--- src/rtl/wdtc_pkg.sv ---
package wdtc_pkg;
  // ==========================================================================
  // Register map (word offsets are byte addresses)
  localparam logic [3:0] WDTC_ADDR_CONTROL = 4'h0;
  localparam logic [3:0] WDTC_ADDR_STATUS = 4'h4;
  localparam logic [3:0] WDTC_ADDR_IRQ_STAT = 4'h8;
  localparam logic [3:0] WDTC_ADDR_IRQ_MASK = 4'hc;
  localparam logic [3:0] WDTC_ADDR_CMD = 4'h0;
  // ==========================================================================
  // Control register fields
  localparam int WDTC_EN_BIT = 0;
  localparam int WDTC_PS_LSB = 1;
  localparam int WDTC_PS_MSB = 5;
  localparam logic [4:0] WDTC_PS_RESET = 5'h0b;
  localparam logic [4:0] WDTC_PS_MAX = 5'h12;
  localparam int WDTC_PS_BASE = 5;
  // Status register fields
  localparam int WDTC_SLEEP_N_BIT = 3;
  localparam int WDTC_EXPIRY_N_BIT = 4;
  // Command register (offset 0x10) bits
  localparam logic [4:0] WDTC_ADDR_CLEAR = 5'h10;
  localparam int WDTC_CMD_CLEAR_BIT = 0;
  // Interrupt bits
  localparam int WDTC_IRQ_RESET_BIT = 0;
  localparam int WDTC_IRQ_WAKE_BIT = 1;
  // ==========================================================================
  // Mode field encodings
  localparam logic [1:0] WDTC_MODE_OFF = 2'h0;
  localparam logic [1:0] WDTC_MODE_SOFT = 2'h1;
  localparam logic [1:0] WDTC_MODE_AWAKE = 2'h2;
  localparam logic [1:0] WDTC_MODE_ON = 2'h3;
  localparam int WDTC_CNT_W = 28;
endpackage
--- src/rtl/wdtc_core.sv ---
`timescale 1ns/1ps
// Function
// - Mode 01: watchdog runs or stops by the software enable bit
// - Mode 01: sleep entry or exit does not change enable state
// - Mode 11: always active, also in sleep, software bit ignored
// - Mode 10: active while awake, disabled in sleep, software bit ignored
// - Counter held clear when mode 00, or mode 01 with enable low
// - Period select resets to code 01011, about two seconds
// - Code n up to 10010 gives prescale two to the (5+n)
// - Codes 10011 to 11111 act as the minimum 1:32 prescale
// - Clear on reset, clear instruction, oscillator fail, disable, start-up timer
// - Clear at sleep entry and at sleep exit
// - Enabled in sleep: counting resumes from zero after entry clear
// - After sleep exit, held clear until start-up timer finishes
// - Time-out in sleep wakes the device instead of resetting
// - Time-out updates active-low expiry and sleep flags
// - Time-out while awake generates a system reset
// - Prescaler runs from the low-frequency oscillator, not system clock
// - Clock switch or divider change leaves counter unaffected
// - Control bits 7 and 6 read as zero
module wdtc_core
  import wdtc_pkg::*;
#(
  parameter int CNT_W = WDTC_CNT_W
) (
  input wire logic sys_clk,
  input wire logic srst,
  input wire logic clk_en,
  input wire logic [4:0] avs_address,
  input wire logic avs_read,
  input wire logic avs_write,
  input wire logic [31:0] avs_writedata,
  output logic [31:0] avs_readdata,
  output logic avs_waitrequest,
  input wire logic [1:0] watchdog_mode_cfg,
  input wire logic low_freq_internal_osc,
  input wire logic watchdog_clear_instr,
  input wire logic sleep_enter,
  input wire logic sleep_exit,
  input wire logic osc_fail,
  input wire logic crystal_startup_timer,
  output logic wdt_reset_req,
  output logic wdt_wake_req,
  output logic irq
);
  // ==========================================================================
  // Bus slave: one wait cycle per access, so answers come from flops
  typedef enum logic [1:0] {
    WDTC_IDLE = 2'b01,
    WDTC_ACK = 2'b10
  } wdtc_bus_t;
  wdtc_bus_t bus_state;
  logic [4:0] watchdog_period_select;
  logic soft_watchdog_on;
  logic expiry_flag_n;
  logic sleep_flag_n;
  logic asleep;
  logic [1:0] irq_stat;
  logic [1:0] irq_mask;
  logic [31:0] rdata_q;
  wire req = avs_read | avs_write;
  // A write lands in the answer cycle, at the edge where waitrequest is low
  wire acc = req && (bus_state == WDTC_ACK);
  wire wr_acc = acc && avs_write;
  wire sel_ctrl = avs_address == {1'b0, WDTC_ADDR_CONTROL};
  wire sel_stat = avs_address == {1'b0, WDTC_ADDR_STATUS};
  wire sel_istat = avs_address == {1'b0, WDTC_ADDR_IRQ_STAT};
  wire sel_imask = avs_address == {1'b0, WDTC_ADDR_IRQ_MASK};
  wire sel_cmd = avs_address == WDTC_ADDR_CLEAR;
  wire sw_clear = wr_acc && sel_cmd && avs_writedata[WDTC_CMD_CLEAR_BIT];
  wire [7:0] ctrl_rd = {2'b00, watchdog_period_select, soft_watchdog_on};
  wire [7:0] stat_rd = {3'b000, expiry_flag_n, sleep_flag_n, 3'b000};
  wire [31:0] next_rdata = sel_ctrl ? {24'h0, ctrl_rd} :
                           sel_stat ? {24'h0, stat_rd} :
                           sel_istat ? {30'h0, irq_stat} :
                           sel_imask ? {30'h0, irq_mask} : 32'h0;
  assign avs_waitrequest = req && (bus_state != WDTC_ACK);
  assign avs_readdata = rdata_q;
  assign irq = |(irq_stat & irq_mask);

  always_ff @(posedge sys_clk) begin
    if (srst) begin
      bus_state <= WDTC_IDLE;
      rdata_q <= 32'h0;
    end else if (clk_en) begin
      case (bus_state)
        WDTC_IDLE: begin
          if (req) begin
            bus_state <= WDTC_ACK;
            rdata_q <= next_rdata;
          end
        end
        WDTC_ACK: bus_state <= WDTC_IDLE;
        default: bus_state <= WDTC_IDLE;
      endcase
    end
  end

  always_ff @(posedge sys_clk) begin
    if (srst) begin
      watchdog_period_select <= WDTC_PS_RESET;
      soft_watchdog_on <= 1'b0;
      irq_mask <= 2'h0;
    end else if (clk_en && wr_acc && sel_ctrl) begin
      watchdog_period_select <= avs_writedata[WDTC_PS_MSB:WDTC_PS_LSB];
      soft_watchdog_on <= avs_writedata[WDTC_EN_BIT];
    end else if (clk_en && wr_acc && sel_imask) begin
      irq_mask <= avs_writedata[1:0];
    end
  end

  a_bus_wait: assert property (@(posedge sys_clk) disable iff (srst)
    (req && bus_state == WDTC_IDLE) |-> avs_waitrequest)
    else $error("request answered without wait state");

  a_wr_on_ack: assert property (@(posedge sys_clk) disable iff (srst)
    (clk_en && avs_write && !avs_waitrequest && sel_ctrl)
    |=> soft_watchdog_on == $past(avs_writedata[WDTC_EN_BIT]))
    else $error("control write did not land on answer edge");

  a_ps_write: assert property (@(posedge sys_clk) disable iff (srst)
    (clk_en && wr_acc && sel_ctrl)
    |=> watchdog_period_select == $past(avs_writedata[WDTC_PS_MSB:WDTC_PS_LSB]))
    else $error("period select write lost");

  a_unmapped_zero: assert property (@(posedge sys_clk) disable iff (srst)
    (avs_read && !avs_waitrequest && !(sel_ctrl || sel_stat || sel_istat || sel_imask))
    |-> avs_readdata == 32'h0)
    else $error("unmapped read not zero");


  // ==========================================================================
  // Enable decode in the system domain
  wire wdt_active = (watchdog_mode_cfg == WDTC_MODE_ON) ||
                    ((watchdog_mode_cfg == WDTC_MODE_AWAKE) && !asleep) ||
                    ((watchdog_mode_cfg == WDTC_MODE_SOFT) && soft_watchdog_on);
  // A clear request is a pulse; it is held by the pending bit below until the next oscillator edge
  wire clr_evt = watchdog_clear_instr | sw_clear | sleep_enter | sleep_exit;
  wire clr_level = osc_fail | crystal_startup_timer | !wdt_active;

  a_sleep_keeps: assert property (@(posedge sys_clk) disable iff (srst)
    (watchdog_mode_cfg == WDTC_MODE_SOFT && (sleep_enter || sleep_exit) && !wr_acc)
    ##1 (watchdog_mode_cfg == WDTC_MODE_SOFT) |-> wdt_active == $past(wdt_active))
    else $error("sleep changed soft mode enable");

  a_mode_off: assert property (@(posedge sys_clk) disable iff (srst)
    (watchdog_mode_cfg == WDTC_MODE_OFF) |-> !wdt_active && clr_level)
    else $error("mode 00 enables watchdog");


  // ==========================================================================
  // Crossing into the oscillator domain: toggle for events, two flops for levels
  logic clr_tog;
  logic [2:0] tog_sync;
  logic [1:0] hold_sync;
  logic [1:0] expire_sync;
  logic osc_d;
  wire osc_tick;
  logic clr_pend;
  logic [CNT_W-1:0] wdt_count;
  logic expire_tog;
  logic expire_seen;
  logic [4:0] ps_osc;

  // Events wait as a pending bit for the next oscillator edge; one toggle
  // per event would cancel out when two events fall between two edges.
  always_ff @(posedge sys_clk) begin
    if (srst) begin
      clr_pend <= 1'b0;
      clr_tog <= 1'b0;
    end else if (clk_en) begin
      clr_pend <= (clr_pend && !osc_tick) || clr_evt;
      clr_tog <= clr_tog ^ (osc_tick && clr_pend);
    end
  end

  a_clr_pending: assert property (@(posedge sys_clk) disable iff (srst)
    (clk_en && clr_evt) |=> clr_pend)
    else $error("clear event not held pending");

  a_clr_reaches: assert property (@(posedge sys_clk) disable iff (srst)
    (clk_en && osc_tick && clr_pend) |=> clr_tog != $past(clr_tog))
    else $error("pending clear not passed on");


  // The oscillator is sampled as a synchronous enable so a switch of the
  // system clock source never touches the count.
  always_ff @(posedge sys_clk) begin
    if (srst) begin
      osc_d <= 1'b0;
    end else if (clk_en) begin
      osc_d <= low_freq_internal_osc;
    end
  end
  assign osc_tick = low_freq_internal_osc && !osc_d;

  always_ff @(posedge sys_clk) begin
    if (srst) begin
      tog_sync <= 3'b000;
      hold_sync <= 2'b11;
      ps_osc <= WDTC_PS_RESET;
    end else if (clk_en && osc_tick) begin
      tog_sync <= {tog_sync[1:0], clr_tog};
      hold_sync <= {hold_sync[0], clr_level};
      ps_osc <= watchdog_period_select;
    end
  end
  wire clr_osc = tog_sync[2] ^ tog_sync[1];
  wire hold_osc = hold_sync[1];

  // ==========================================================================
  // Prescaled counter; reserved codes fall back to the shortest period
  wire [4:0] ps_eff = (ps_osc > WDTC_PS_MAX) ? 5'h00 : ps_osc;
  wire [CNT_W-1:0] limit = CNT_W'((CNT_W'(1) << (ps_eff + 5'(WDTC_PS_BASE))) - CNT_W'(1));
  // At or above: a shorter period chosen mid-count must not let the count wrap
  wire expire_now = !hold_osc && !clr_osc && (wdt_count >= limit);

  always_ff @(posedge sys_clk) begin
    if (srst) begin
      wdt_count <= '0;
      expire_tog <= 1'b0;
    end else if (clk_en && osc_tick) begin
      if (hold_osc || clr_osc) begin
        wdt_count <= '0;
      end else if (expire_now) begin
        wdt_count <= '0;
        expire_tog <= !expire_tog;
      end else begin
        wdt_count <= wdt_count + CNT_W'(1);
      end
    end
  end

  a_clr_zero: assert property (@(posedge sys_clk) disable iff (srst)
    (clk_en && osc_tick && clr_osc) |=> wdt_count == '0)
    else $error("clear did not zero counter");

  a_resume_count: assert property (@(posedge sys_clk) disable iff (srst)
    (clk_en && osc_tick && !hold_osc && !clr_osc && !expire_now)
    |=> wdt_count == $past(wdt_count) + CNT_W'(1))
    else $error("counter did not advance");

  a_expire_limit: assert property (@(posedge sys_clk) disable iff (srst)
    (clk_en && osc_tick && expire_now) |=> expire_tog != $past(expire_tog))
    else $error("limit reached without expiry");

  a_startup_hold: assert property (@(posedge sys_clk) disable iff (srst)
    (clk_en && osc_tick && crystal_startup_timer) |=> hold_sync[0])
    else $error("start-up timer did not hold counter");

  a_osc_hold: assert property (@(posedge sys_clk) disable iff (srst)
    (clk_en && osc_tick && osc_fail) |=> hold_sync[0])
    else $error("oscillator fail did not hold counter");


  // ==========================================================================
  // Expiry back in the system side: reset when awake, wake when asleep
  always_ff @(posedge sys_clk) begin
    if (srst) begin
      expire_sync <= 2'b00;
      expire_seen <= 1'b0;
    end else if (clk_en) begin
      expire_sync <= {expire_sync[0], expire_tog};
      expire_seen <= expire_sync[1];
    end
  end
  wire expire_evt = clk_en && (expire_sync[1] ^ expire_seen);
  wire next_reset_req = expire_evt && !asleep;
  wire next_wake_req = expire_evt && asleep;

  always_ff @(posedge sys_clk) begin
    if (srst) begin
      wdt_reset_req <= 1'b0;
      wdt_wake_req <= 1'b0;
    end else if (clk_en) begin
      wdt_reset_req <= next_reset_req;
      wdt_wake_req <= next_wake_req;
    end
  end

  a_one_request: assert property (@(posedge sys_clk) disable iff (srst)
    !(wdt_reset_req && wdt_wake_req))
    else $error("reset and wake requested together");

  // Flags reload high on the first enabled clock after srst
  always_ff @(posedge sys_clk) begin
    if (srst) begin
      asleep <= 1'b0;
    end else if (clk_en) begin
      if (sleep_enter) begin
        asleep <= 1'b1;
      end else if (sleep_exit || next_wake_req) begin
        asleep <= 1'b0;
      end
    end
  end

  a_sleep_enter: assert property (@(posedge sys_clk) disable iff (srst)
    (clk_en && sleep_enter) |=> asleep)
    else $error("sleep entry not recorded");

  a_wake_awake: assert property (@(posedge sys_clk) disable iff (srst)
    (clk_en && next_wake_req && !sleep_enter) |=> !asleep)
    else $error("wake did not leave sleep");


  logic flags_init;
  always_ff @(posedge sys_clk) begin
    if (clk_en) begin
      if (!flags_init) begin
        expiry_flag_n <= 1'b1;
        sleep_flag_n <= 1'b1;
      end else if (expire_evt) begin
        expiry_flag_n <= 1'b0;
        sleep_flag_n <= !asleep;
      end else if (sleep_enter) begin
        sleep_flag_n <= 1'b0;
      end else if (watchdog_clear_instr || sw_clear) begin
        expiry_flag_n <= 1'b1;
        sleep_flag_n <= 1'b1;
      end
    end
  end
  always_ff @(posedge sys_clk) begin
    if (srst) begin
      flags_init <= 1'b0;
    end else if (clk_en) begin
      flags_init <= 1'b1;
    end
  end

  a_flags_awake: assert property (@(posedge sys_clk) disable iff (srst)
    (expire_evt && !asleep && flags_init) |=> !expiry_flag_n && sleep_flag_n)
    else $error("awake expiry flags wrong");

  a_flags_asleep: assert property (@(posedge sys_clk) disable iff (srst)
    (expire_evt && asleep && flags_init) |=> !expiry_flag_n && !sleep_flag_n)
    else $error("sleep expiry flags wrong");

  a_clr_flags: assert property (@(posedge sys_clk) disable iff (srst)
    (clk_en && flags_init && watchdog_clear_instr && !expire_evt && !sleep_enter)
    |=> expiry_flag_n && sleep_flag_n)
    else $error("clear instruction did not raise flags");


  // Set wins over a write-one clear in the same cycle
  wire [1:0] irq_set = {next_wake_req, next_reset_req};
  wire [1:0] irq_clr = (wr_acc && sel_istat) ? avs_writedata[1:0] : 2'h0;
  always_ff @(posedge sys_clk) begin
    if (srst) begin
      irq_stat <= 2'h0;
    end else if (clk_en) begin
      irq_stat <= (irq_stat & ~irq_clr) | irq_set;
    end
  end

  a_irq_set: assert property (@(posedge sys_clk) disable iff (srst)
    (clk_en && next_reset_req) |=> irq_stat[WDTC_IRQ_RESET_BIT])
    else $error("reset event not recorded in status");


  // ==========================================================================
  // Checks
  a_reserved_zero: assert property (@(posedge sys_clk) disable iff (srst)
    (avs_read && !avs_waitrequest && sel_ctrl) |-> avs_readdata[7:6] == 2'b00)
    else $error("control bits 7-6 not zero");
  a_ps_reset: assert property (@(posedge sys_clk)
    $past(srst) |-> watchdog_period_select == WDTC_PS_RESET)
    else $error("period select reset value wrong");
  a_off_hold: assert property (@(posedge sys_clk) disable iff (srst)
    (watchdog_mode_cfg == WDTC_MODE_OFF) [*3] |-> !wdt_active && clr_level)
    else $error("mode 00 not held clear");
  a_soft_en: assert property (@(posedge sys_clk) disable iff (srst)
    (watchdog_mode_cfg == WDTC_MODE_SOFT) |-> wdt_active == soft_watchdog_on)
    else $error("soft mode enable mismatch");
  a_on_sleep: assert property (@(posedge sys_clk) disable iff (srst)
    (watchdog_mode_cfg == WDTC_MODE_ON && asleep) |-> wdt_active)
    else $error("mode 11 inactive in sleep");
  a_awake_only: assert property (@(posedge sys_clk) disable iff (srst)
    (watchdog_mode_cfg == WDTC_MODE_AWAKE) |-> wdt_active == !asleep)
    else $error("mode 10 sleep gating wrong");
  a_hold_clear: assert property (@(posedge sys_clk) disable iff (srst)
    (clk_en && osc_tick && hold_osc) |=> wdt_count == '0)
    else $error("counter not held clear");
  a_reserved_ps: assert property (@(posedge sys_clk) disable iff (srst)
    (ps_osc > WDTC_PS_MAX) |-> limit == CNT_W'(31))
    else $error("reserved code not minimum");
  a_sleep_wake: assert property (@(posedge sys_clk) disable iff (srst)
    (expire_evt && asleep) |=> wdt_wake_req && !wdt_reset_req)
    else $error("sleep expiry did not wake");
  a_awake_reset: assert property (@(posedge sys_clk) disable iff (srst)
    (expire_evt && !asleep) |=> wdt_reset_req ##1 !expiry_flag_n)
    else $error("awake expiry did not reset");
endmodule // wdtc_core

--- config.mk ---
export PLATFORM = sky130hd
export DESIGN_NAME = wdtc_core
export DESIGN_NICKNAME = d
export VERILOG_FILES = /design/src/rtl/wdtc_pkg.sv /design/src/rtl/wdtc_core.sv
export SDC_FILE = /design/constraint.sdc
export NUM_CORES = 1
export LEC_CHECK = 0
export CORE_ASPECT_RATIO = 1.1
export CORE_UTILIZATION = 69
export CTS_CLUSTER_DIAMETER = 200
export DETAILED_ROUTE_END_ITERATION = 10
export DONT_BUFFER_PORTS = 1
export HOLD_SLACK_MARGIN = 0.08
export PLACE_DENSITY_LB_ADDON = 0.25
export SLEW_MARGIN = 10
export SYNTH_ARGS = -nofsm -noshare
export SYNTH_HDL_FRONTEND = slang
export SYNTH_SLANG_ARGS = --single-unit
--- constraint.sdc ---
create_clock -name sys_clk -period 5.8 [get_ports sys_clk]
set_clock_uncertainty 0.1 [all_clocks]
set_input_delay 1.16 -clock sys_clk [delete_from_list [all_inputs] [get_ports sys_clk]]
set_output_delay 1.16 -clock sys_clk [all_outputs]
set_load 0.02 [all_outputs]
After elaboration in Yosys (flattened, before gate mapping)
Index checks and enable logic that the tools add are counted.
{ "op_classes": {"n_addsub": 3, "n_mul": 0, "div_mod_pow": 0, "n_lt_le_gt_ge": 2, "n_eq_ne": 14, "shifts": 1, "mux": 17, "bitwise": 15, "n_reduce_logical": 43} }
{ "op_table": {"columns": ["operator", "count"], "rows": [
  ["$mux 28", 2],
  ["$add 28x1->28 const B", 1],
  ["$ge 28x28->1", 1],
  ["$shl 1x5->28 const A", 1],
  ["$sub 28x2->28 const B", 1],
  ["$logic_and 1x1->1", 20],
  ["$eq 5x4->1 const B", 2],
  ["$mux 2", 5],
  ["$mux 5", 2],
  ["$reduce_and 3->1", 3],
  ["$reduce_and 2->1", 4],
  ["$logic_not 1->1", 7],
  ["$mux 1", 7],
  ["$eq 2x2->1 const B", 3],
  ["$logic_or 1x1->1", 6],
  ["$mux 6", 1],
  ["$or 1x1->1", 6],
  ["$add 5x3->5 const B", 1],
  ["$eq 5x3->1 const B", 1],
  ["$eq 5x5->1 const B", 1],
  ["$gt 5x5->1 const B", 1],
  ["$logic_not 5->1", 1],
  ["$and 2x2->2", 2],
  ["$eq 2x1->1 const B", 2],
  ["10 further kinds", 14]
]} }
{ "word_totals": {"register_bits": 95, "latchBits": 0, "ramBits": 0, "mem_bits_ro": 0, "input_bits": 50, "output_inout_bits": 36, "elab_cells": 117, "n_memories": 0} }

Longest topological paths before layout
Gate-level depths: netlist (run 1).
{ "depth": {"ltp_word": 9, "ltp_mapped": 16, "mapped_depth_nobuf": 14} }

Worst setup path before layout (run 1)
OpenSTA, ideal clock, no wires.
{ "synth_path": {"kind": "reg2reg", "startpoint": "reg ps_osc[3]", "endpoint": "reg wdt_count[23]", "setup_time_ns": 0.062, "t_arrival_ns": 3.014, "required_ns": 5.638, "setup_slack_ns": 2.624, "stages_incl_launch_ff": 15, "n_path_buf": 3, "synth_period_minus_slack_ns": 3.176, "path_cell_list": "dfxtp_1 > clkbuf_1 > or2_2 > clkbuf_1 > nor2_1 > a21oi_1 > ha_1 > a21o_1 > a21oi_1 > or3b_1 > o21ai_1 > and4_1 > buf_4 > or3b_1 > nand3_1"} }
{ "synth_between": {"elab_chain_cells": 9} }
{ "synth_rtl": {"columns": ["element", "line_no", "source"], "rows": [
  ["start, declared", "wdtc_core.sv:163", "logic [4:0] ps_osc;"],
  ["start signal, assigned", "wdtc_core.sv:205", "ps_osc <= watchdog_period_select;"],
  ["$gt 5x5->1", "wdtc_core.sv:213", "wire [4:0] ps_eff = (ps_osc > WDTC_PS_MAX) ? 5'h00 : ps_osc;"],
  ["$mux 5 (*)", "wdtc_core.sv:213", null],
  ["$add 5x3->5 (*)", "wdtc_core.sv:214", "wire [CNT_W-1:0] limit = CNT_W'((CNT_W'(1) << (ps_eff + 5'(WDTC_PS_BASE))) - CNT_W'(1));"],
  ["$shl 1x5->28 (*)", "wdtc_core.sv:214", null],
  ["$sub 28x2->28 (*)", "wdtc_core.sv:214", null],
  ["$ge 28x28->1 (*)", "wdtc_core.sv:216", "wire expire_now = !hold_osc && !clr_osc && (wdt_count >= limit);"],
  ["$logic_and 1x1->1 (*)", "wdtc_core.sv:216", null],
  ["$mux 28 (*)", "wdtc_core.sv:225", "end else if (expire_now) begin"],
  ["$mux 28 (*)", "wdtc_core.sv:223", "if (hold_osc || clr_osc) begin"],
  ["end signal, assigned", "wdtc_core.sv:229", "wdt_count <= wdt_count + CNT_W'(1);"],
  ["end, declared", "wdtc_core.sv:160", "logic [CNT_W-1:0] wdt_count;"]
]} }
Every way passes the cells marked *; elsewhere a longest branch is shown, timed or not.
A chain may end at the register's enable or synchronous reset.

Final worst setup path (run 1)
{ "layout_path": {"startpoint": "reg ps_osc[4]", "endpoint": "reg wdt_count[12]"} }
Same word-level chain as after synthesis.

==> results of run 1 <==
==> kinds of logic (layout without fill, tap and decap cells) <==
| kind of cell | after synthesis | after routing | synth area share, % |
|---|---|---|---|
| compound gates | 125 | 125 | 18.23 |
| fa+ha+maj | 30 | 30 | 8.764 |
| simple gates | 235 | 235 | 27.99 |
| buf+inv | 64 | 26 | 8.063 |
| other cells | 2 | 35 | 0.1754 |
| mux | 12 | 12 | 2.834 |
| xor+xnor | 6 | 6 | 1.227 |
| flops | 69 | 69 | 32.72 |
==> worst paths after layout <==
check	startpoint	endpoint
min reg2reg	tog_sync[0]	tog_sync[0]
max	ps_osc[4]	wdt_count[12]
min	tog_sync[0]	tog_sync[0]
max reg2reg	ps_osc[4]	wdt_count[12]
==> placed cells by master (no fill, tap or decap), types with 2 or more instances in the layout <==
master,instances
a211o_1,4
dfxtp_1,67
xnor2_1,2
clkinv_2,2
clkbuf_8,9
conb_1,35
or3b_1,2
a22oi_1,2
mux2i_1,11
a21oi_1,36
nor4_1,11
nand4_1,9
a21boi_0,2
nor3b_1,14
and3_1,8
nand2b_1,6
o211ai_1,3
nand3b_1,6
and4_1,4
nor2b_1,9
nand2_1,57
or3_1,4
o21bai_1,2
a22o_1,3
nand3_1,29
or2_2,2
edfxtp_1,2
inv_1,10
xor2_1,4
nor2_1,55
a21o_1,24
ha_1,30
nor3_1,8
a31oi_1,6
clkinv_4,2
o21ai_0,31
and2_1,6
==> critical path, cell delays in order, from the launching register on <==
cell	delay (ns)
dfxtp_1	0.60
inv_1	0.17
nor3_1	0.54
a311oi_1	0.13
ha_1	0.22
a21o_1	0.15
a21oi_1	0.19
or3b_1	0.38
o21ai_1	0.24
nand4_2	0.79
nor4_1	0.53
a21o_1	0.12
==> per-layer routing <==
layer | GRT usage, % | routed length (um) | up-vias | share of wire, %
met4 | 14.75 | 218 | 0 | 2.4
met1 | 31.33 | 3743 | 1765 | 41
met5 | 0 | 0 | - | 0
met3 | 5.652 | 395 | 20 | 4.3
li1 | - | - | 1861 | -
met2 | 54.14 | 4780 | 103 | 52
==> sequential cells by signal (all words and copies together), names as in the netlist, 2 cells and up <==
register	flops
wdt_count	28
irq_mask	2
bus_state	2
irq_stat	2
ps_osc	5
tog_sync	3
watchdog_period_select	5
hold_sync	2
expire_sync	2
avs_readdata	6
==> power by group through the flow <==
| stage | Clock (mW) | Sequential (mW) | Combinational, mW |
|---|---|---|---|
| floorplan | 0 | 0.500 | 0.0949 |
| global placement | 0 | 0.504 | 0.0806 |
| detailed placement | 0 | 0.505 | 0.0839 |
| CTS | 0.422 | 0.494 | 0.0851 |
| global route | 0.441 | 0.495 | 0.0981 |
| finish | 0.418 | 0.494 | 0.0870 |
==> through the flow <==
step | util [%] | total power [mW] | cells | cell area [sq um] | hold slack, ns
after floorplan | - | 0.5950 | 576 | 4407 | 0.3321
after global routing | 75.05 | 1.033 | 615 | 4412 | 0.3866
after detailed placement | 71.37 | 0.5887 | 599 | 4195 | 0.3463
after CTS | 74.95 | 1.001 | 615 | 4405 | 0.3652
after global placement | 71.37 | 0.5850 | 599 | 4195 | 0.3386
final | 75.05 | 0.9994 | 615 | 4412 | 0.3638
==> layout make-up <==
class                           count  area (sq um)  share of cell area [%]
Clock inverter                      5         57.56                   1.305
Multi-Input combinational cell    443          2666                   60.44
Clock buffer                       11         152.6                   3.460
Sequential cell                    69          1401                   31.76
Tap cell                           77         96.34                   2.184
Inverter                           10         37.54                  0.8508
==> impl_metrics.env, run 1 <==
export IMPL_status="completed"
export IMPL_finalMaxSlewViolations=0
export IMPL_synth_top_area_cell="dfxtp_1"
export IMPL_critPathLaunchType="flop"
export IMPL_yosysTopAreaCellShare_pct=31.32
export IMPL_cts_setup_buffers=0
export IMPL_dp_hpwl_mm=6.575
export IMPL_dp_slack_ns=1.640
export IMPL_die_x_um=77.12
export IMPL_finalCriticalPeriod_ns=4.224
export IMPL_start_util_pct=72.86
export IMPL_ys_warnings_count=0
export IMPL_clkSlewWorstSetupHoldPaths_ns=0.08
export IMPL_yosysSeqAreaShare_pct=32.72
export IMPL_reg2reg_depth=11
export IMPL_routabilityCongestion=0.8804
export IMPL_end_kind="flop"
export IMPL_nFillCells=441
export IMPL_synth_async_reset_ratio_pct=0
export IMPL_worstHoldPathCells=2
export IMPL_p_sw_share_pct=26.30
export IMPL_clock_path_buffers=2
export IMPL_postRouteAntennaNets=0
export IMPL_routed_via_density=6.096
export IMPL_grt_max_degree=46
export IMPL_grt_overflow=0
export IMPL_layout_drive_gt1_share_pct=4.089
export IMPL_powerDensity_nw_per_um2=226.5
export IMPL_max_freq_ghz=0.2368
export IMPL_grt_first_pass_wirelength_mm=15.32
export IMPL_synth_area_leaders="dfxtp_1 31%, ha_1 8.8%, nand2_1 5.0%, nor2_1 4.8%, buf_4 4.7%"
export IMPL_arrival_ns=4.44
export IMPL_track_usage_pct=29.27
export IMPL_path_class="flop to flop"
export IMPL_seqPwrFrac_pct=49.4
export IMPL_nNetsFinal=613
export IMPL_max_slew_worst_pin_slew_ns=0.9737
export IMPL_cts_hold_fix_buffers=0
export IMPL_cts_root_buf="clkbuf_8"
export IMPL_grt_pass1_vias=3514
export IMPL_n_antenna_cell=0
export IMPL_leakagePower_nw=1.947
export IMPL_coreArea_sq_um=5878
export IMPL_via_count=3749
export IMPL_avgSynthCellArea_sq_um=7.887
export IMPL_cts_max_level=3
export IMPL_antenna_found_initial=0
export IMPL_wirelength_mm=9.137
export IMPL_cts_tree="done"
export IMPL_first_pass_iters=5
export IMPL_synth_cell_types=55
export IMPL_clk_latency_ns=0.36
export IMPL_report_final_hold_viol_count=0
export IMPL_period_share_pct=72.82
export IMPL_syn_area_sq_um=4283
export IMPL_cts_resized=0
export IMPL_drc_errors=0
export IMPL_numPortBuffers=0
export IMPL_first_iter_violations=214
export IMPL_synth_most_common_cell="dfxtp_1"
export IMPL_ys_ff_latch=69
export IMPL_row_count=29
export IMPL_synthCells=543
export IMPL_maxCapViolCount=0
export IMPL_finalSetupTns_ns=0
export IMPL_synth_edf_count=2
export IMPL_avgRoutedWirePerCell_um=14.86
export IMPL_combPwrFrac_pct=8.7
export IMPL_relSlewSlack_pct=34.93
export IMPL_p_switching_mw=0.2629
export IMPL_fp_dieH_um=84.63
export IMPL_setup_viol=0
export IMPL_ios=86
export IMPL_synthTopCellsByCount="67 x dfxtp_1, 57 x nand2_1, 55 x nor2_1"
export IMPL_path_max_fanout=45
export IMPL_p_int_mw=0.7365
export IMPL_clock_sinks=69
export IMPL_fin_ws_ns=1.576
export IMPL_area_growth_syn_to_layout_pct=3.009
export IMPL_die_area_sq_um=6527
export IMPL_rsz0062_at_grt="no"
export IMPL_synth_ff_type="dfxtp_1"
export IMPL_holdCritPathClass="flop to flop"
export IMPL_peakVddDrop_uv=190.9
export IMPL_required_ns=6.01
export IMPL_r2r_slack_ns=1.58
export IMPL_pwr_share_clk_pct=41.9
export IMPL_numCtsBuffers=9
(Power assumes the default switching activity.)
==> inputs of run 2 (changes only) <==
- CORE_UTILIZATION: 69 -> 64
- clock period: 5.8 -> 4.1 ns (I/O delays scaled with it)
==> run 2 against run 1 <==
Compared with the run above:
- core utilization decreased by 5.1 points
- cell area hardly changed
- non-clock buffer count is 2 higher
- die area increased by 7.6%
- cell count up 0.81%
- largest cell class unchanged
- largest power group unchanged
- highest routed layer unchanged
==> impl_metrics.env, run 2 (same netlist as run 1, synthesis figures left out) <==
export IMPL_finalCriticalPeriod_ns=3.664
export IMPL_min_from="tog_sync[0]"
export IMPL_critPathLaunchType="flop"
export IMPL_relSlewSlack_pct=26.79
export IMPL_mostFrequentLayoutCells="67 x dfxtp_1, 57 x nand2_1, 55 x nor2_1"
export IMPL_grt_pass1_vias=3487
export IMPL_nFillCells=547
export IMPL_grt_overflow=0
export IMPL_routabilityCongestion=0.8970
export IMPL_cts_max_level=3
export IMPL_dp_hpwl_mm=6.659
export IMPL_cts_hold_fix_buffers=0
export IMPL_finalSetupTns_ns=0
export IMPL_report_final_hold_viol_count=0
export IMPL_ios=86
export IMPL_clk_latency_ns=0.35
export IMPL_crit_chain="inv_1 > nor3_1 > a21oi_1 > ha_1 > nand4_1 > nor4_1 > a21oi_1 > a31o_2 > nand4_2 > buf_4 > o21ai_0 > mux2_2"
export IMPL_coreArea_sq_um=6306
export IMPL_required_ns=4.24
export IMPL_clock_sinks=69
export IMPL_grt_first_pass_wirelength_mm=14.91
export IMPL_holdCritPathClass="flop to flop"
export IMPL_peakVddDrop_uv=212.8
export IMPL_first_pass_iters=5
export IMPL_largest_reg_flops=28
export IMPL_drc_errors=0
export IMPL_maxCapViolCount=0
export IMPL_numCtsBuffers=9
export IMPL_area_growth_syn_to_layout_pct=3.067
export IMPL_path_class="flop to flop"
export IMPL_status="completed"
export IMPL_path_max_fanout=45
export IMPL_worstHoldPathCells=2
export IMPL_grt_max_degree=46
export IMPL_numPortBuffers=0
export IMPL_top_register="wdt_count"
export IMPL_timing_rr_end="wdt_count[4]"
export IMPL_cts_root_buf="clkbuf_8"
export IMPL_finalMaxSlewViolations=0
export IMPL_cpPeakStageDelay_ns=0.59
export IMPL_wirelength_mm=8.950
export IMPL_r2r_slack_ns=0.44
export IMPL_leakagePower_nw=1.952
export IMPL_total_power_mw=1.388
export IMPL_die_area_sq_um=7023
export IMPL_max_freq_ghz=0.2730
export IMPL_row_count=30
export IMPL_cp_num_buf_inv=2
export IMPL_track_usage_pct=26.92
export IMPL_avgRoutedWirePerCell_um=14.44
export IMPL_powerDensity_nw_per_um2=314.3
export IMPL_reg2reg_depth=12
export IMPL_cts_resized=0
export IMPL_cts_setup_buffers=0
export IMPL_cp_top_family="simple AND/OR/NAND/NOR gates"
export IMPL_setup_viol=0
export IMPL_timing_rr_start="ps_osc[4]"
export IMPL_first_iter_violations=240
export IMPL_antenna_found_initial=0
export IMPL_cp_slowest_cell="dfxtp_1"
export IMPL_hold_end="tog_sync[1]"
export IMPL_n_antenna_cell=0
export IMPL_nNetsFinal=615
export IMPL_die_x_um=80.00
export IMPL_postRouteAntennaNets=0
export IMPL_period_share_pct=89.36
export IMPL_end_kind="flop"
export IMPL_clock_path_buffers=2
export IMPL_clkSlewWorstSetupHoldPaths_ns=0.07
export IMPL_rsz0062_at_grt="no"
export IMPL_layout_drive_gt1_share_pct=4.444
export IMPL_arrival_ns=3.80
export IMPL_final_common_cell="dfxtp_1"
export IMPL_routed_via_density=6.023
export IMPL_cpMostUsedCell="a21oi_1"
export IMPL_cts_tree="done"
export IMPL_max_slew_worst_pin_slew_ns=1.083
export IMPL_start_util_pct=67.92
export IMPL_fp_dieH_um=87.80
export IMPL_via_count=3734
[run 2: cell types whose count changed in the layout (fill, tap and decap cells not counted), sizes merged]
cell,previous run,this run
buf,0,2
clkbuf,11,10
clkinv,4,5
[run 2: routing by layer]
metal | track usage, % | routed length, um
met1 | 29.58 | 3742
met2 | 50.97 | 4638
met3 | 4.792 | 405
met4 | 10.55 | 163
met5 | 0 | 0
[run 2: area by class of cell]
cell class / count / area, sq um / share of cell area (%)
Clock inverter: 6 / 62.56 / 1.417
Clock buffer: 10 / 137.6 / 3.118
Tap cell: 80 / 100.1 / 2.268
Sequential cell: 69 / 1401 / 31.75
Inverter: 10 / 37.54 / 0.8503
Timing Repair Buffer: 2 / 15.01 / 0.3401
Multi-Input combinational cell: 443 / 2660 / 60.26
[run 2: where the power goes]
| group | internal, mW | leakage, nW | switching (mW) | total (mW) |
|---|---|---|---|---|
| clock network | 0.296 | 0.106 | 0.270 | 0.567 |
| registers | 0.684 | 0.557 | 0.0141 | 0.698 |
| logic | 0.0397 | 1.29 | 0.0829 | 0.123 |
| total | 1.02 | 1.95 | 0.367 | 1.39 |
[run 2: per-stage QoR]
stage	hold WS, ns	area (sq um)	std cells	setup slack (ns)	util [%]
global route	0.3844	4414	620	0.1185	70.00
global placement	0.3374	4214	604	0.5734	66.83
CTS	0.3667	4414	620	0.4516	70.00
finish	0.3586	4414	620	0.4363	70.00
floorplan	0.3321	4407	576	0.9239	-
detailed placement	0.3507	4214	604	0.4426	66.83
[run 2: tightest hold or removal path, cell delays in order, from the launching register on]
cell	delay [ns]
dfxtp_1	0.32
nand2_1	0.05
a21oi_1	0.05
[run 2: worst max-delay path by stage]
stage / start / end / slack [ns] / cells past startpoint
2_1_floorplan: ps_osc[3] / wdt_count[23] / 0.92 / 14
3_3_place_gp: ps_osc[4] / wdt_count[4] / 0.57 / 11
3_5_place_dp: ps_osc[4] / wdt_count[4] / 0.44 / 11
4_1_cts: ps_osc[4] / wdt_count[4] / 0.45 / 11
5_1_grt: ps_osc[4] / wdt_count[4] / 0.12 / 11
6_report: ps_osc[4] / wdt_count[4] / 0.44 / 12
==> inputs of run 3 (changes only) <==
- PLACE_DENSITY: default -> 0.8
- PLACE_DENSITY_LB_ADDON: 0.25 -> default
==> run 3 against run 2 <==
Compared with the run above:
- critical path depth shrank 1
- sequential share of layout area shrank 0.37 points
- cell area grew 1.2%
- cell count unchanged
- core utilization is 0.83 points higher
- first-iteration DRC count is 16% lower
- worst setup slack lost 0.21 ns
- largest power group unchanged
==> impl_metrics.env, run 3 (same netlist as run 1, synthesis figures left out) <==
export IMPL_timing_rr_end="wdt_count[4]"
export IMPL_grt_pass1_vias=3383
export IMPL_area_growth_syn_to_layout_pct=4.294
export IMPL_first_pass_iters=4
export IMPL_ios=86
export IMPL_die_area_sq_um=7023
export IMPL_final_common_cell="dfxtp_1"
export IMPL_peakVddDrop_uv=289.3
export IMPL_cts_hold_fix_buffers=0
export IMPL_cts_max_level=3
export IMPL_combPwrFrac_pct=8.2
export IMPL_finalSetupTns_ns=0
export IMPL_top_register="wdt_count"
export IMPL_clock_path_buffers=2
export IMPL_r2r_slack_ns=0.23
export IMPL_dp_hpwl_mm=6.609
export IMPL_layout_drive_gt1_share_pct=4.444
export IMPL_mostFrequentLayoutCells="67 x dfxtp_1, 57 x nand2_1, 55 x nor2_1"
export IMPL_drc_errors=0
export IMPL_cts_root_buf="clkbuf_8"
export IMPL_report_final_hold_viol_count=0
export IMPL_hold_end="tog_sync[1]"
export IMPL_die_x_um=80.00
export IMPL_numCtsBuffers=9
export IMPL_reg2reg_depth=11
export IMPL_clk_latency_ns=0.35
export IMPL_track_usage_pct=27.48
export IMPL_fin_util_pct=70.83
export IMPL_via_count=3730
export IMPL_coreArea_sq_um=6306
export IMPL_setup_viol=0
export IMPL_holdCritPathClass="flop to flop"
export IMPL_gr_usage_met2_pct=49.03
export IMPL_path_max_fanout=45
export IMPL_numPortBuffers=0
export IMPL_grt_overflow=0
export IMPL_powerDensity_nw_per_um2=336.0
export IMPL_pwr_share_clk_pct=45.2
export IMPL_relSlewSlack_pct=24.89
export IMPL_timing_rr_start="ps_osc[4]"
export IMPL_wirelength_mm=9.090
export IMPL_path_class="flop to flop"
export IMPL_fp_dieH_um=87.80
export IMPL_grtUsageMet1_pct=32.22
export IMPL_n_antenna_cell=0
export IMPL_max_freq_ghz=0.2583
export IMPL_nNetsFinal=615
export IMPL_routabilityCongestion=0.8903
export IMPL_avgRoutedWirePerCell_um=14.66
export IMPL_p_int_mw=1.138
export IMPL_end_kind="flop"
export IMPL_clkSlewWorstSetupHoldPaths_ns=0.08
export IMPL_fin_ws_ns=0.2278
export IMPL_seqPwrFrac_pct=46.5
export IMPL_min_from="tog_sync[0]"
export IMPL_p_switching_mw=0.3626
export IMPL_rsz0062_at_grt="no"
export IMPL_grt_busiest_layer="met2"
export IMPL_start_util_pct=67.92
export IMPL_p_sw_share_pct=24.17
export IMPL_finalMaxSlewViolations=0
export IMPL_max_slew_worst_pin_slew_ns=1.111
export IMPL_cts_tree="done"
export IMPL_status="completed"
export IMPL_leakagePower_nw=1.970
export IMPL_clock_sinks=69
export IMPL_largest_reg_flops=28
export IMPL_dp_slack_ns=0.3115
export IMPL_postRouteAntennaNets=0
export IMPL_grt_first_pass_wirelength_mm=15.04
export IMPL_period_share_pct=94.44
export IMPL_fin_cells=620
export IMPL_required_ns=4.23
export IMPL_critPathLaunchType="flop"
export IMPL_placedCellCount=604
export IMPL_cts_setup_buffers=0
export IMPL_grt_max_degree=46
export IMPL_first_iter_violations=202
export IMPL_total_power_mw=1.501
export IMPL_row_count=30
export IMPL_finalCriticalPeriod_ns=3.872
export IMPL_maxCapViolCount=0
export IMPL_routed_via_density=6.016
export IMPL_cts_resized=0
export IMPL_antenna_found_initial=0
export IMPL_arrival_ns=4.01
export IMPL_met3_usage_pct=6.042
export IMPL_worstHoldPathCells=2
run 3: changes by cell type in the layout (fill, tap and decap cells not counted):
cell / change
clkinv_2: -3
clkinvlp_4: +1
clkbuf_16: +1
clkinv_4: -1
bufinv_16: +1
clkbuf_8: +1
run 3: power by group through the flow:
stage          Sequential [mW]  Clock, mW  Combinational, mW
3_3_place_gp             0.713          0              0.115
5_1_grt                  0.700      0.717              0.140
3_5_place_dp             0.714          0              0.120
2_1_floorplan            0.708          0              0.134
4_1_cts                  0.698      0.691              0.121
6_report                 0.698      0.678              0.124
run 3: layout make-up:
cell class	instances	area, sq um
clock buffer	12	176.4
clock inverter	4	76.32
fill	524	1839
inverter	10	37.54
multi-input combinational	443	2660
sequential	69	1401
tap	80	100.1
timing repair buffer	2	15.01
run 3: metrics by stage:
step                hold WS (ns)  instance area [sq um]
floorplan                 0.3321                   4407
global placement          0.3362                   4214
detailed placement        0.3441                   4214
CTS                       0.3553                   4467
global route              0.3754                   4467
finish                    0.3490                   4467
run 3: worst max path at each step:
stage | endpoint | startpoint | slack, ns
final | wdt_count[4] | ps_osc[4] | 0.23
after global routing | wdt_count[4] | ps_osc[4] | 0.02
after detailed placement | wdt_count[4] | ps_osc[4] | 0.31
after floorplan | wdt_count[23] | ps_osc[3] | 0.92
after CTS | wdt_count[4] | ps_osc[4] | 0.29
after global placement | wdt_count[4] | ps_osc[4] | 0.56
run 3: metal layers:
| metal | share of wire, % | vias to the layer above |
|---|---|---|
| met2 | 51 | 102 |
| li1 | - | 1872 |
| met5 | 0 | - |
| met1 | 42 | 1744 |
| met3 | 4.7 | 12 |
| met4 | 1.5 | 0 |
run 3: worst max-delay path: stages (launching register included):
cell,delay (ns)
dfxtp_1,0.59
inv_1,0.17
nor3_1,0.53
a21oi_1,0.11
ha_1,0.34
nand4_1,0.13
a2111oi_0,0.63
o21ai_1,0.25
nand4_2,0.14
buf_4,0.37
o21ai_0,0.12
mux2_2,0.30
